## src/hw/gpcm_pkg.sv

```systemverilog
// Package of constants and types for the three-port pin configuration and multiplexing block
//
// Operation
// RULE_01: Each pin has its own 4-bit mode
// RULE_02: Mode 0x0 analog, input reads one
// RULE_03: Mode 0x4 floating input, driver off
// RULE_04: Mode 0x8 pulled input, output bit picks
// RULE_05: Mode 0x1 push-pull from output register
// RULE_06: Mode 0x5 open-drain from output register
// RULE_07: Mode 0x9 push-pull from peripheral
// RULE_08: Mode 0xD open-drain from peripheral
// RULE_09: Conditioned input feeds register, peripherals, wake
// RULE_10: One output source, disabled for inputs
// RULE_11: Three ports of eight, bit equals pin
// RULE_12: Input register reads pin level
// RULE_13: Clear alias clears bits written one
// RULE_14: Set alias sets bits written one
// RULE_15: Wake mask selects pins causing wake
// RULE_16: Timer route bits and enables steer
// RULE_17: Enabled timer output beats serial output
// RULE_18: Route bits pick port A or B lines
// RULE_19: Alternate pin without peripheral drives zero
// RULE_20: Reset returns every mode to floating input
// RULE_21: Zero bits in aliases change nothing
package gpcm_pkg;

  // Geometry
  localparam int PORTS = 3;
  localparam int PINS = 8;
  localparam int ADDR_W = 8;

  // Mode codes
  localparam logic [3:0] MODE_ANALOG = 4'h0;
  localparam logic [3:0] MODE_IN_FLOAT = 4'h4;
  localparam logic [3:0] MODE_IN_PULL = 4'h8;
  localparam logic [3:0] MODE_OUT_PP = 4'h1;
  localparam logic [3:0] MODE_OUT_OD = 4'h5;
  localparam logic [3:0] MODE_ALT_PP = 4'h9;
  localparam logic [3:0] MODE_ALT_OD = 4'hD;

  // Reset values
  localparam logic [15:0] MODE_NIBBLES_RESET = 16'h4444;
  localparam logic [7:0] BYTE_RESET = 8'h00;

  // Register offsets within a port block; port block stride
  localparam logic [ADDR_W-1:0] OFS_MODE_LOW = 8'h00;
  localparam logic [ADDR_W-1:0] OFS_MODE_HIGH = 8'h04;
  localparam logic [ADDR_W-1:0] OFS_INPUT = 8'h08;
  localparam logic [ADDR_W-1:0] OFS_OUTPUT = 8'h0C;
  localparam logic [ADDR_W-1:0] OFS_SET = 8'h10;
  localparam logic [ADDR_W-1:0] OFS_CLEAR = 8'h14;
  localparam logic [ADDR_W-1:0] OFS_WAKE = 8'h18;
  localparam logic [ADDR_W-1:0] PORT_STRIDE = 8'h20;
  // Timer routing registers, after the three port blocks
  localparam logic [ADDR_W-1:0] OFS_TIMER_ROUTE = 8'h60;
  localparam logic [ADDR_W-1:0] OFS_TIMER_ENABLE = 8'h64;

  // Timer route field position (bits 4 to 7)
  localparam int ROUTE_LSB = 4;
  // Port A / B line per timer channel, route bit clear / set
  localparam logic [2:0] CH_LINE_A [4] = '{3'h0, 3'h3, 3'h1, 3'h2};
  localparam logic [2:0] CH_LINE_B [4] = '{3'h1, 3'h2, 3'h3, 3'h4};

  // One pin's pad controls
  typedef struct packed {
    logic drive_oe;
    logic drive_level;
    logic pull_up;
    logic pull_down;
    logic input_on;
  } gpcm_pad_type;

  // Register bus request
  typedef struct packed {
    logic [ADDR_W-1:0] addr;
    logic [31:0] wdata;
    logic wr;
    logic rd;
  } gpcm_bus_type;

endpackage

```

## src/hw/gpcm_top.sv

```systemverilog
// Three-port pin configuration, output data, wake masking and timer routing
`timescale 1ns/1ps
module gpcm_top (
  // Clock and reset
  input wire logic ref_clk,
  input wire logic reset_n,
  // Register port
  input wire logic [7:0] reg_addr,
  input wire logic [31:0] reg_wdata,
  input wire logic reg_wr,
  input wire logic reg_rd,
  output logic [31:0] reg_rdata,
  // Pad side, 24 pins, port a in bits 7:0
  input wire logic [23:0] pad_in,
  output logic [23:0] pad_out,
  output logic [23:0] pad_oe,
  output logic [23:0] pad_pull_up,
  output logic [23:0] pad_pull_down,
  // Peripheral alternate outputs and their valid flags
  input wire logic [23:0] serial_alt_level,
  input wire logic [23:0] serial_alt_valid,
  input wire logic [3:0] timer_channel_level,
  // Conditioned inputs to peripherals
  output logic [23:0] periph_in_level,
  // Wake event pulse
  output logic wake_event
);

  //////////////////////////////////////////////////////////////////////////////
  // Registers

  // Mode nibbles, one 32-bit word per port (low word pins 3:0, high 7:4)
  logic [31:0] mode_reg [gpcm_pkg::PORTS];
  // Output data per port
  logic [7:0] out_reg [gpcm_pkg::PORTS];
  // Wake masks per port
  logic [7:0] wake_reg [gpcm_pkg::PORTS];
  // Timer route bits 7:4 and channel enables 3:0
  logic [3:0] route_reg;
  logic [3:0] tim_en_reg;
  // Pad synchronisers
  logic [23:0] pad_meta_reg;
  logic [23:0] pad_sync_reg;
  // Previous conditioned input for change detection
  logic [23:0] in_prev_reg;
  // Decoded write target
  logic [1:0] wport;
  logic [7:0] wofs;
  logic wport_ok;
  // Combinational pin results
  gpcm_pkg::gpcm_pad_type pad_c [24];
  logic [23:0] in_level_c;
  logic [23:0] alt_level_c;
  logic [23:0] alt_valid_c;

  //////////////////////////////////////////////////////////////////////////////
  // Address split

  // RULE_11: port number from address block
  always_comb begin
    wport = 2'h3;
    wofs = reg_addr;
    wport_ok = 1'b0;
    if (reg_addr < gpcm_pkg::PORT_STRIDE) begin
      wport = 2'h0;
      wport_ok = 1'b1;
    end else if (reg_addr < 8'(2 * gpcm_pkg::PORT_STRIDE)) begin
      wport = 2'h1;
      wofs = reg_addr - gpcm_pkg::PORT_STRIDE;
      wport_ok = 1'b1;
    end else if (reg_addr < 8'(3 * gpcm_pkg::PORT_STRIDE)) begin
      wport = 2'h2;
      wofs = reg_addr - 8'(2 * gpcm_pkg::PORT_STRIDE);
      wport_ok = 1'b1;
    end
  end

  //////////////////////////////////////////////////////////////////////////////
  // Mode registers

  // Mode words are written as whole 16-bit halves
  always_ff @(posedge ref_clk or negedge reset_n) begin
    if (!reset_n) begin
      // RULE_20: all pins floating input after reset
      for (int p = 0; p < gpcm_pkg::PORTS; p++) begin
        mode_reg[p] <= {gpcm_pkg::MODE_NIBBLES_RESET, gpcm_pkg::MODE_NIBBLES_RESET};
      end
    end else if (reg_wr && wport_ok) begin
      // RULE_01: low register pins 3:0, high 7:4
      if (wofs == gpcm_pkg::OFS_MODE_LOW) begin
        mode_reg[wport][15:0] <= reg_wdata[15:0];
      end else if (wofs == gpcm_pkg::OFS_MODE_HIGH) begin
        mode_reg[wport][31:16] <= reg_wdata[15:0];
      end
    end
  end

  //////////////////////////////////////////////////////////////////////////////
  // Output data register and its aliases

  // Direct write, set alias and clear alias share one register
  always_ff @(posedge ref_clk or negedge reset_n) begin
    if (!reset_n) begin
      for (int p = 0; p < gpcm_pkg::PORTS; p++) begin
        out_reg[p] <= gpcm_pkg::BYTE_RESET;
      end
    end else if (reg_wr && wport_ok) begin
      if (wofs == gpcm_pkg::OFS_OUTPUT) begin
        out_reg[wport] <= reg_wdata[7:0];
      end else if (wofs == gpcm_pkg::OFS_SET) begin
        // RULE_14: ones set bits; RULE_21: zeros keep
        out_reg[wport] <= out_reg[wport] | reg_wdata[7:0];
      end else if (wofs == gpcm_pkg::OFS_CLEAR) begin
        // RULE_13: ones clear bits; RULE_21: zeros keep
        out_reg[wport] <= out_reg[wport] & ~reg_wdata[7:0];
      end
    end
  end

  //////////////////////////////////////////////////////////////////////////////
  // Wake masks and timer routing

  // Wake mask per port
  always_ff @(posedge ref_clk or negedge reset_n) begin
    if (!reset_n) begin
      for (int p = 0; p < gpcm_pkg::PORTS; p++) begin
        wake_reg[p] <= gpcm_pkg::BYTE_RESET;
      end
    end else if (reg_wr && wport_ok && wofs == gpcm_pkg::OFS_WAKE) begin
      wake_reg[wport] <= reg_wdata[7:0];
    end
  end

  // Timer route and enable bits, mirrored here so routing is local
  always_ff @(posedge ref_clk or negedge reset_n) begin
    if (!reset_n) begin
      route_reg <= 4'h0;
      tim_en_reg <= 4'h0;
    end else if (reg_wr && reg_addr == gpcm_pkg::OFS_TIMER_ROUTE) begin
      route_reg <= reg_wdata[gpcm_pkg::ROUTE_LSB +: 4];
    end else if (reg_wr && reg_addr == gpcm_pkg::OFS_TIMER_ENABLE) begin
      tim_en_reg <= reg_wdata[3:0];
    end
  end

  //////////////////////////////////////////////////////////////////////////////
  // Alternate source arbitration

  // Start from serial sources, then let enabled timer channels override
  always_comb begin
    alt_level_c = serial_alt_level;
    alt_valid_c = serial_alt_valid;
    for (int c = 0; c < 4; c++) begin
      // RULE_16: enables gate each channel
      if (tim_en_reg[c]) begin
        // RULE_18: route bit picks port b line; RULE_17: timer wins
        if (route_reg[c]) begin
          alt_level_c[8 + int'(gpcm_pkg::CH_LINE_B[c])] = timer_channel_level[c];
          alt_valid_c[8 + int'(gpcm_pkg::CH_LINE_B[c])] = 1'b1;
        end else begin
          alt_level_c[int'(gpcm_pkg::CH_LINE_A[c])] = timer_channel_level[c];
          alt_valid_c[int'(gpcm_pkg::CH_LINE_A[c])] = 1'b1;
        end
      end
    end
  end

  //////////////////////////////////////////////////////////////////////////////
  // Pin decoders

  // Pad inputs pass two flops; only the second is read by logic
  always_ff @(posedge ref_clk or negedge reset_n) begin
    if (!reset_n) begin
      pad_meta_reg <= 24'h000000;
      pad_sync_reg <= 24'h000000;
    end else begin
      pad_meta_reg <= pad_in;
      pad_sync_reg <= pad_meta_reg;
    end
  end

  // RULE_10: one decoder per pin picks the single output source
  genvar g;
  generate
    for (g = 0; g < 24; g++) begin : g_pin
      gpcm_pin u_pin (
        .mode(mode_reg[g / 8][4 * (g % 8) +: 4]),
        .out_bit(out_reg[g / 8][g % 8]),
        .alt_valid(alt_valid_c[g]),
        .alt_level(alt_level_c[g]),
        .pad_sync(pad_sync_reg[g]),
        .pad(pad_c[g]),
        .in_level(in_level_c[g])
      );
    end
  endgenerate

  //////////////////////////////////////////////////////////////////////////////
  // Registered pad and peripheral outputs

  // Outputs come from flops so pads see no glitch from decode
  always_ff @(posedge ref_clk or negedge reset_n) begin
    if (!reset_n) begin
      pad_out <= 24'h000000;
      pad_oe <= 24'h000000;
      pad_pull_up <= 24'h000000;
      pad_pull_down <= 24'h000000;
      periph_in_level <= 24'h000000;
    end else begin
      for (int i = 0; i < 24; i++) begin
        pad_out[i] <= pad_c[i].drive_level;
        pad_oe[i] <= pad_c[i].drive_oe;
        pad_pull_up[i] <= pad_c[i].pull_up;
        pad_pull_down[i] <= pad_c[i].pull_down;
      end
      // RULE_09: conditioned input to peripherals
      periph_in_level <= in_level_c;
    end
  end

  // RULE_15: masked change on any pin gives a wake pulse
  always_ff @(posedge ref_clk or negedge reset_n) begin
    if (!reset_n) begin
      in_prev_reg <= 24'hFFFFFF;
      wake_event <= 1'b0;
    end else begin
      in_prev_reg <= in_level_c;
      // RULE_09: wake detector only for enabled pins
      wake_event <= |((in_level_c ^ in_prev_reg) & {wake_reg[2], wake_reg[1], wake_reg[0]});
    end
  end

  //////////////////////////////////////////////////////////////////////////////
  // Read data

  // Data stands only in the cycle after the read strobe; unmapped reads zero
  always_ff @(posedge ref_clk or negedge reset_n) begin
    if (!reset_n) begin
      reg_rdata <= 32'h00000000;
    end else if (!reg_rd) begin
      reg_rdata <= 32'h00000000;
    end else if (reg_addr == gpcm_pkg::OFS_TIMER_ROUTE) begin
      reg_rdata <= {24'h000000, route_reg, 4'h0};
    end else if (reg_addr == gpcm_pkg::OFS_TIMER_ENABLE) begin
      reg_rdata <= {28'h0000000, tim_en_reg};
    end else if (wport_ok) begin
      case (wofs)
        gpcm_pkg::OFS_MODE_LOW: reg_rdata <= {16'h0000, mode_reg[wport][15:0]};
        gpcm_pkg::OFS_MODE_HIGH: reg_rdata <= {16'h0000, mode_reg[wport][31:16]};
        // RULE_12: live pin level, analog pins read one
        gpcm_pkg::OFS_INPUT: reg_rdata <= {24'h000000, in_level_c[8 * wport +: 8]};
        gpcm_pkg::OFS_OUTPUT: reg_rdata <= {24'h000000, out_reg[wport]};
        gpcm_pkg::OFS_WAKE: reg_rdata <= {24'h000000, wake_reg[wport]};
        // Aliases are write-only and read zero
        default: reg_rdata <= 32'h00000000;
      endcase
    end else begin
      reg_rdata <= 32'h00000000;
    end
  end

endmodule

```

## src/hw/gpcm_pin.sv

```systemverilog
// Single pin mode decoder: pad drive, pulls and conditioned input
`timescale 1ns/1ps
module gpcm_pin (
  // Configuration
  input wire logic [3:0] mode,
  input wire logic out_bit,
  // Alternate source
  input wire logic alt_valid,
  input wire logic alt_level,
  // Synchronised pad level
  input wire logic pad_sync,
  // Results
  output gpcm_pkg::gpcm_pad_type pad,
  output logic in_level
);

  // Decode the mode nibble into pad controls
  always_comb begin
    pad = '0;
    in_level = pad_sync;
    case (mode)
      // RULE_02: analog forces input high
      gpcm_pkg::MODE_ANALOG: begin
        in_level = 1'b1;
      end
      // RULE_03: floating input, no pull
      gpcm_pkg::MODE_IN_FLOAT: begin
        pad.input_on = 1'b1;
      end
      // RULE_04: pull direction from output bit
      gpcm_pkg::MODE_IN_PULL: begin
        pad.input_on = 1'b1;
        pad.pull_up = out_bit;
        pad.pull_down = ~out_bit;
      end
      // RULE_05: push-pull from output bit
      gpcm_pkg::MODE_OUT_PP: begin
        pad.input_on = 1'b1;
        pad.drive_oe = 1'b1;
        pad.drive_level = out_bit;
      end
      // RULE_06: open-drain drives only low
      gpcm_pkg::MODE_OUT_OD: begin
        pad.input_on = 1'b1;
        pad.drive_oe = ~out_bit;
      end
      // RULE_07: push-pull from peripheral; RULE_19: zero if none
      gpcm_pkg::MODE_ALT_PP: begin
        pad.input_on = 1'b1;
        pad.drive_oe = 1'b1;
        pad.drive_level = alt_valid & alt_level;
      end
      // RULE_08: open-drain from peripheral
      gpcm_pkg::MODE_ALT_OD: begin
        pad.input_on = 1'b1;
        pad.drive_oe = ~(alt_valid & alt_level);
      end
      // Undefined codes behave as a floating input, the safest pad state
      default: begin
        pad.input_on = 1'b1;
      end
    endcase
  end

endmodule

```

## config.mk

```make
export PLATFORM = sky130hd
export DESIGN_NAME = gpcm_top
export DESIGN_NICKNAME = d
export VERILOG_FILES = /design/src/hw/gpcm_pkg.sv /design/src/hw/gpcm_top.sv /design/src/hw/gpcm_pin.sv
export SDC_FILE = /design/constraint.sdc
export NUM_CORES = 1
export LEC_CHECK = 0
export BUFFER_PORTS_ARGS = -buffer_cell sky130_fd_sc_hd__buf_2
export CAP_MARGIN = 0
export CORE_AREA = 2 2 179 181
export CTS_CLUSTER_SIZE = 14
export DETAILED_ROUTE_END_ITERATION = 6
export DIE_AREA = 0 0 181 183
export GPL_TIMING_DRIVEN = 0
export PLACE_DENSITY_LB_ADDON = 0.15
export SLEW_MARGIN = 20
export SYNTH_ARGS = -nofsm -noshare
export SYNTH_HDL_FRONTEND = slang
export SYNTH_HIERARCHICAL = 1
export SYNTH_SLANG_ARGS = --single-unit
```

## constraint.sdc

```tcl
create_clock -name ref_clk -period 1.7 [get_ports ref_clk]
set_clock_uncertainty 0.05 [all_clocks]
set_input_delay 0.255 -clock ref_clk [delete_from_list [all_inputs] [get_ports ref_clk]]
set_output_delay 0.255 -clock ref_clk [all_outputs]
set_load 0.005 [all_outputs]
```

==> impl_metrics.json, run 1 <==
{
  "initial_utilization_pct": 50.2,
  "period_needed_ps": 2070,
  "synth_edf_count": 0,
  "fmax_mhz": 482,
  "power_leakage_uw": 0.0103,
  "path_buf_inv": 4,
  "slowest_delay_ps": 520,
  "critPathKind": "in2reg",
  "rsz0062_at_grt": "yes",
  "clk_pin_slew_worst_paths_ps": 60,
  "power_density_mw_per_mm2": 853,
  "cts_tree": "done",
  "cp_max_fo": 10,
  "grt_pass1_vias": 12300,
  "drc_errors": 0,
  "min_path_type": "in2async",
  "cts_buffer_depth": 3,
  "crit_slowest_cell": "clkbuf_1",
  "dr.pass1.iters": 5,
  "synth-main-ff-cell": "dfrtp_1",
  "cp-start-kind": "input port",
  "layout-drive-gt1-share_pct": 48.9,
  "port_buffers": 238,
  "cp.required_ps": 2030,
  "slew_violations": 0,
  "root_buffer": "clkbuf_16",
  "finalPower_uw": 18700,
  "postCtsHoldBufs": 60,
  "period_share_pct": 122,
  "grt_pass1_wl_mm": 72.7,
  "wl_mm": 48.2,
  "final_nets": 1842,
  "ys_seq_area_share_pct": 58.0,
  "synthCells": 1254,
  "setup_viol": 161,
  "areaGrowthSynthToFinish_pct": 40.1,
  "grt_antenna_before_repair": 4,
  "ios": 273,
  "core_mm2": 0.0312,
  "globalRouteOverflowTotal": 0,
  "synth_warnings": 6,
  "wl_per_cell_um": 22.3,
  "final_antenna_net_count": 0,
  "num_vias": 12200,
  "cp-end-kind": "register",
  "drv_cap": 0,
  "synth-seq-cells": 361,
  "peakVddDrop_mv": 0.908,
  "grt_max_degree": 92,
  "groute.usage.overall_pct": 28.8,
  "syn-cell-area_mm2": 0.0157,
  "violations": "hold timing, setup timing",
  "critical_path.top_delay_family": "buffers and inverters",
  "status": "complete, but fails checks",
  "placed_cell_area_mm2": 0.0177,
  "max_slew.worst_pin.slew_ps": 915,
  "largest_reg_flops": 96,
  "detail_route.vias_per_cell": 5.67,
  "arrival_ps": 2400,
  "finalHoldViolCount": 78,
  "hpwl_mm": 31.1,
  "setup_slack_ps": -374,
  "die_y_um": 183,
  "synth_cell_types": 53,
  "placementRows": 65,
  "clock-sinks": 361,
  "fin_area_mm2": 0.0220,
  "crit_chain": "buf_8 > buf_4 > nor2b_1 > clkbuf_1 > buf_2 > nand2_1 > o21ai_0 > a32oi_1 > o211ai_1",
  "dp_slack_ps": -1330,
  "drt_iter0_drc": 1075,
  "h-tree-depth": 2,
  "slew_headroom_pct": 39.0,
  "globalplace.congestion": 0.908,
  "die-area_mm2": 0.0331,
  "synthArstFlopShare_pct": 100,
  "cts_inserted_buffers": 40,
  "die_width_um": 181,
  "whs_ps": -150,
  "clock_latency_ps": 530,
  "fin_util_pct": 70.4,
  "synth_area_per_cell_um2": 12.5
}
cells by family (layout without fill, tap and decap cells):
logic type | after synthesis | in the layout | share of synthesized area, %
AO/OA/AOI/OAI | 176 | 176 | 7.74
XOR/XNOR | 24 | 24 | 1.34
adder cells (fa/ha/maj) | 1 | 1 | 0.0798
buffers and inverters | 119 | 601 | 3.59
flip-flops | 361 | 361 | 58.0
multiplexers | 192 | 192 | 13.5
other | 1 | 19 | 0.0239
AND/OR/NAND/NOR | 380 | 380 | 15.7
routing by layer:
layer | routed length, µm | share of wire (%) | GRT usage, %
met5 | 0 | 0 | 0
met1 | 20000 | 42 | 38.8
met4 | 1960 | 4.1 | 10.9
met2 | 22500 | 47 | 46.4
met3 | 3700 | 7.7 | 6.06
worst min-delay path, delay by kind of cell:
family | cells | cell delay [ps]
buf+inv | 4 | 580
per-stage QoR:
stage	TNS, ps	cells
2_1_floorplan	-97300	1269
3_3_place_gp	-2407470	1909
3_5_place_dp	-236770	1913
4_1_cts	-28690	2144
5_1_grt	-36760	2153
6_report	-31160	2156
placed cells by master, fill, tap and decap left out, types with 7 or more instances in the layout:
master	count
conb_1	16
nand2_1	60
buf_6	17
buf_16	8
o21ai_1	29
buf_2	242
and4_2	24
a2111oi_0	19
or4_4	25
and3b_2	24
clkbuf_16	44
nor4_1	25
clkbuf_1	30
nor2_1	61
xor2_1	22
mux2i_1	36
clkbuf_8	11
o21ai_0	22
buf_8	12
a22oi_1	24
buf_4	95
a22o_1	7
dfstp_2	48
a21oi_2	10
mux2_1	22
nand2b_1	39
or4b_1	24
nand3_1	28
clkbuf_2	7
a22oi_2	8
dlygate4sd3_1	56
o2bb2ai_1	10
inv_1	53
mux2_2	12
buf_12	13
dfrtp_1	282
nand2b_4	23
dfrtp_2	31
mux2_4	122
final cells by class:
type                       count  area [µm²]
fill                        2216        9260
sequential                   361        9130
multi-input combinational    789        7240
timing repair buffer         413        3090
clock buffer                  65        1190
tap                          402         503
buffer                        61         484
inverter                      55         210
clock inverter                 7         118
antenna                        3        7.51
power breakdown:
part | total, µW | internal, µW | switching [µW]
Combinational | 1290 | 571 | 715
Clock | 8640 | 5220 | 3420
Sequential | 8820 | 8740 | 79.7
Total | 18700 | 14500 | 4210
path summary, 6_finish.rpt:
check | start | endpoint | slack [ps] | cells after the start
setup / recovery | reg_addr[6] | reg_rdata[6] | -370 | 9
hold / removal | reset_n | pad_pull_up[8] | -150 | 4
setup reg to reg | mode_reg[21] | wake_event | -340 | 7
hold reg to reg | pad_meta_reg[8] | pad_sync_reg[8] | 300 | 0
max in group asynchronous | reset_n | mode_reg[62] | 370 | 7
min in group ref_clk | serial_alt_level[21] | pad_out[21] | 10 | 3
cell usage after synthesis (6+ instances only):
master     count  area, µm²
and3b_2       24        240
mux2_2        14        158
and2_1         7       43.8
a2111oi_0     24        210
nor2_1        61        229
nand2_1       65        244
dfstp_2       48       1260
a22oi_1       32        240
mux2_1       142       1600
a21oi_1       16       80.1
or4_4         25        282
nand2b_1      63        394
xor2_1        24        210
o21ai_0       22        110
and4_2        24        240
o2bb2ai_1     12        105
mux2i_1       36        360
inv_1         55        206
dfrtp_1      313       7830
o22ai_1        8       50.1
nor4_1        30        188
nor3_1         7       35.0
a32oi_1        6       52.6
clkbuf_1      24       90.1
or4b_1        24        240
a22o_1         7       61.3
buf_4         20        150
buf_2         15       75.1
nand3_1       28        140
o21ai_1       33        165
what timing repair did:
item	CTS	global route
cloned	7	3
setup endpoints to repair	162	233
endpoints found under the hold margin	160	78
buffers inserted	92	11
pin swaps	57	31
gates resized for setup	278	68
Power figures use the tool's default switching activity.
==> inputs of run 2 (changes only) <==
- CORE_AREA: 2 2 179 181 -> 2 2 177 179
- DIE_AREA: 0 0 181 183 -> 0 0 179 181
- SYNTH_HIERARCHICAL: 1 -> default
==> impl_metrics.json, run 2 <==
{
  "final_common_cell": "dfrtp_1",
  "clkPwrFrac_pct": 46.8,
  "synth_cell_types": 65,
  "period_share_pct": 134,
  "critPathKind": "in2reg",
  "initial_utilization_pct": 49.5,
  "routed.top_layer": "met5",
  "p_int_uw": 15300,
  "ios": 273,
  "max_slew.worst_pin.slew_ps": 991,
  "clk_pin_slew_worst_paths_ps": 60,
  "clock_latency_ps": 520,
  "peakVddDrop_mv": 0.734,
  "globalplace.congestion": 0.934,
  "syn-cell-area_mm2": 0.0150,
  "placementRows": 64,
  "drv_cap": 0,
  "whs_ps": 10.8,
  "setup_slack_ps": -572,
  "synth_area_per_cell_um2": 12.1,
  "wl_met3_mm": 4.96,
  "hpwl_mm": 33.4,
  "synth-seq-cells": 361,
  "power_leakage_uw": 0.00970,
  "setup_viol": 122,
  "areaGrowthSynthToFinish_pct": 35.5,
  "violations": "DRC, setup timing",
  "arrival_ps": 2630,
  "synth_top_area_share_pct": 52.1,
  "stdcell_count": 2063,
  "root_buffer": "clkbuf_16",
  "cp.required_ps": 2060,
  "rsz0062_at_grt": "yes",
  "slew_violations": 0,
  "critPathLaunch": "reg_addr[5]",
  "core_mm2": 0.0303,
  "hold_start": "serial_alt_level[23]",
  "ff_latch_area_mm2": 0.00910,
  "period_needed_ps": 2270,
  "dp_slack_ps": -1810,
  "die_y_um": 181,
  "die_width_um": 179,
  "slew_headroom_pct": 33.9,
  "multi_input_area_mm2": 0.00633,
  "synth_edf_count": 0,
  "fmax_mhz": 440,
  "synthCells": 1239,
  "power_density_mw_per_mm2": 974,
  "wl_mm": 49.8,
  "status": "complete, but fails checks",
  "grt_antenna_before_repair": 4,
  "largest_reg_flops": 96,
  "synth-main-ff-cell": "dfrtp_1",
  "grt_pass1_wl_mm": 72.9,
  "netlist_top_cells_area": "dfrtp_1, mux2_2, dfstp_2",
  "cts_buffer_depth": 3,
  "grt_max_degree": 103,
  "routedLengthMet1_mm": 20.1,
  "r2r-start": "mode_reg[73]",
  "fin_util_pct": 67.1,
  "synthArstFlopShare_pct": 100,
  "cp_max_fo": 8,
  "dp.cells": 1893,
  "drc_errors": 1,
  "yosys-top-cells-count": "dfrtp_1, mux2_2, nor2_1",
  "ys_seq_area_share_pct": 60.5,
  "p_sw_share_pct": 22.9,
  "placed_cell_area_mm2": 0.0172,
  "layout-drive-gt1-share_pct": 43.7,
  "clock-sinks": 361,
  "combPwrFrac_pct": 7.8,
  "fin_area_mm2": 0.0204,
  "final_antenna_net_count": 0,
  "synth_area_leader_cell": "dfrtp_1",
  "wl_met2_mm": 23.1,
  "cts_tree": "done",
  "die-area_mm2": 0.0324,
  "cts_inserted_buffers": 39,
  "synth_warnings": 0,
  "num_vias": 11800,
  "globalRouteOverflowTotal": 0,
  "final_nets": 1753,
  "wl_per_cell_um": 24.1,
  "drt_iter0_drc": 1290,
  "h-tree-depth": 2,
  "port_buffers": 239,
  "min_path_type": "in2reg",
  "cp-end-kind": "register",
  "detail_route.vias_per_cell": 5.71,
  "fillers": 2318,
  "finalHoldViolCount": 0,
  "final_cell_mix": "dfrtp_1, buf_2, nor2_1, mux2_4, buf_4",
  "cp-start-kind": "input port",
  "groute.usage.overall_pct": 30.8,
  "seq_power_share_pct": 45.4,
  "net-switching-power_uw": 4540,
  "grt_pass1_vias": 11900,
  "ff2ff_setup_slack_ps": -310,
  "dr.pass1.iters": 7,
  "synth_most_common_cell": "dfrtp_1"
}
## run 2: power groups by stage
stage                     clock, µW  sequential (µW)  combinational (µW)
after floorplan                   0             9100                 553
after global placement            0             9130                1200
after detailed placement          0             9130                1240
after CTS                      9400             9000                1480
after global routing           9800             9030                1660
final                          9290             9010                1550
## run 2: logic make-up after synthesis
kind of cell	synth area share (%)
xor+xnor	1.40
other cells	0.0250
mux	13.0
flops	60.5
compound gates	9.48
fa+ha+maj	0.0833
simple gates	11.9
buf+inv	3.66
## run 2: path summary, 6_finish.rpt
kind                                           to  depth (start not counted)
worst max register to register         wake_event                          6
worst min-delay path                   pad_oe[23]                          4
max in group asynchronous         in_prev_reg[15]                          4
worst max-delay path                   out_reg[3]                         12
min in group asynchronous       pad_pull_down[22]                          2
worst min register to register    pad_sync_reg[4]                          0
## run 2: timing repair
action	in CTS	in global routing
pin swaps	39	29
endpoints found under the hold margin	146	0
hold buffers	28	0
gates resized for setup	151	67
gates cloned	2	1
setup buffers	57	10
setup endpoints to repair	147	151
## run 2: layout make-up
| type | instances | share of cell area (%) |
|---|---|---|
| flip-flops and latches | 361 | 44.7 |
| multi-input cells | 775 | 31.1 |
| repair buffers | 340 | 11.0 |
| clock buffers | 54 | 5.67 |
| plain buffers | 61 | 2.51 |
| well taps | 396 | 2.43 |
| clock inverters | 17 | 1.34 |
| inverters | 54 | 1.19 |
| diodes | 5 | 0.0614 |
## run 2: stage by stage
step           TNS [ps]  total power (µW)
2_1_floorplan    -93010              9650
3_3_place_gp   -2387660             10300
3_5_place_dp    -198820             10400
4_1_cts          -51890             19900
5_1_grt          -58850             20500
6_report         -56020             19800
## run 2: routing by layer
layer / GRT usage [%] / vias up
li1: - / 5182
met1: 42.3 / 5931
met2: 47.9 / 561
met3: 8.33 / 110
met4: 9.14 / 4
met5: 0 / -
## run 2: critical path: stages
cell and delay, ps:
clkbuf_4 160, buf_12 120, clkinv_8 70, ha_4 270
or3b_4 380, a21o_1 190, buf_8 150, o32ai_4 90
and3_4 250, and3_4 200, buf_12 160, mux2_4 310
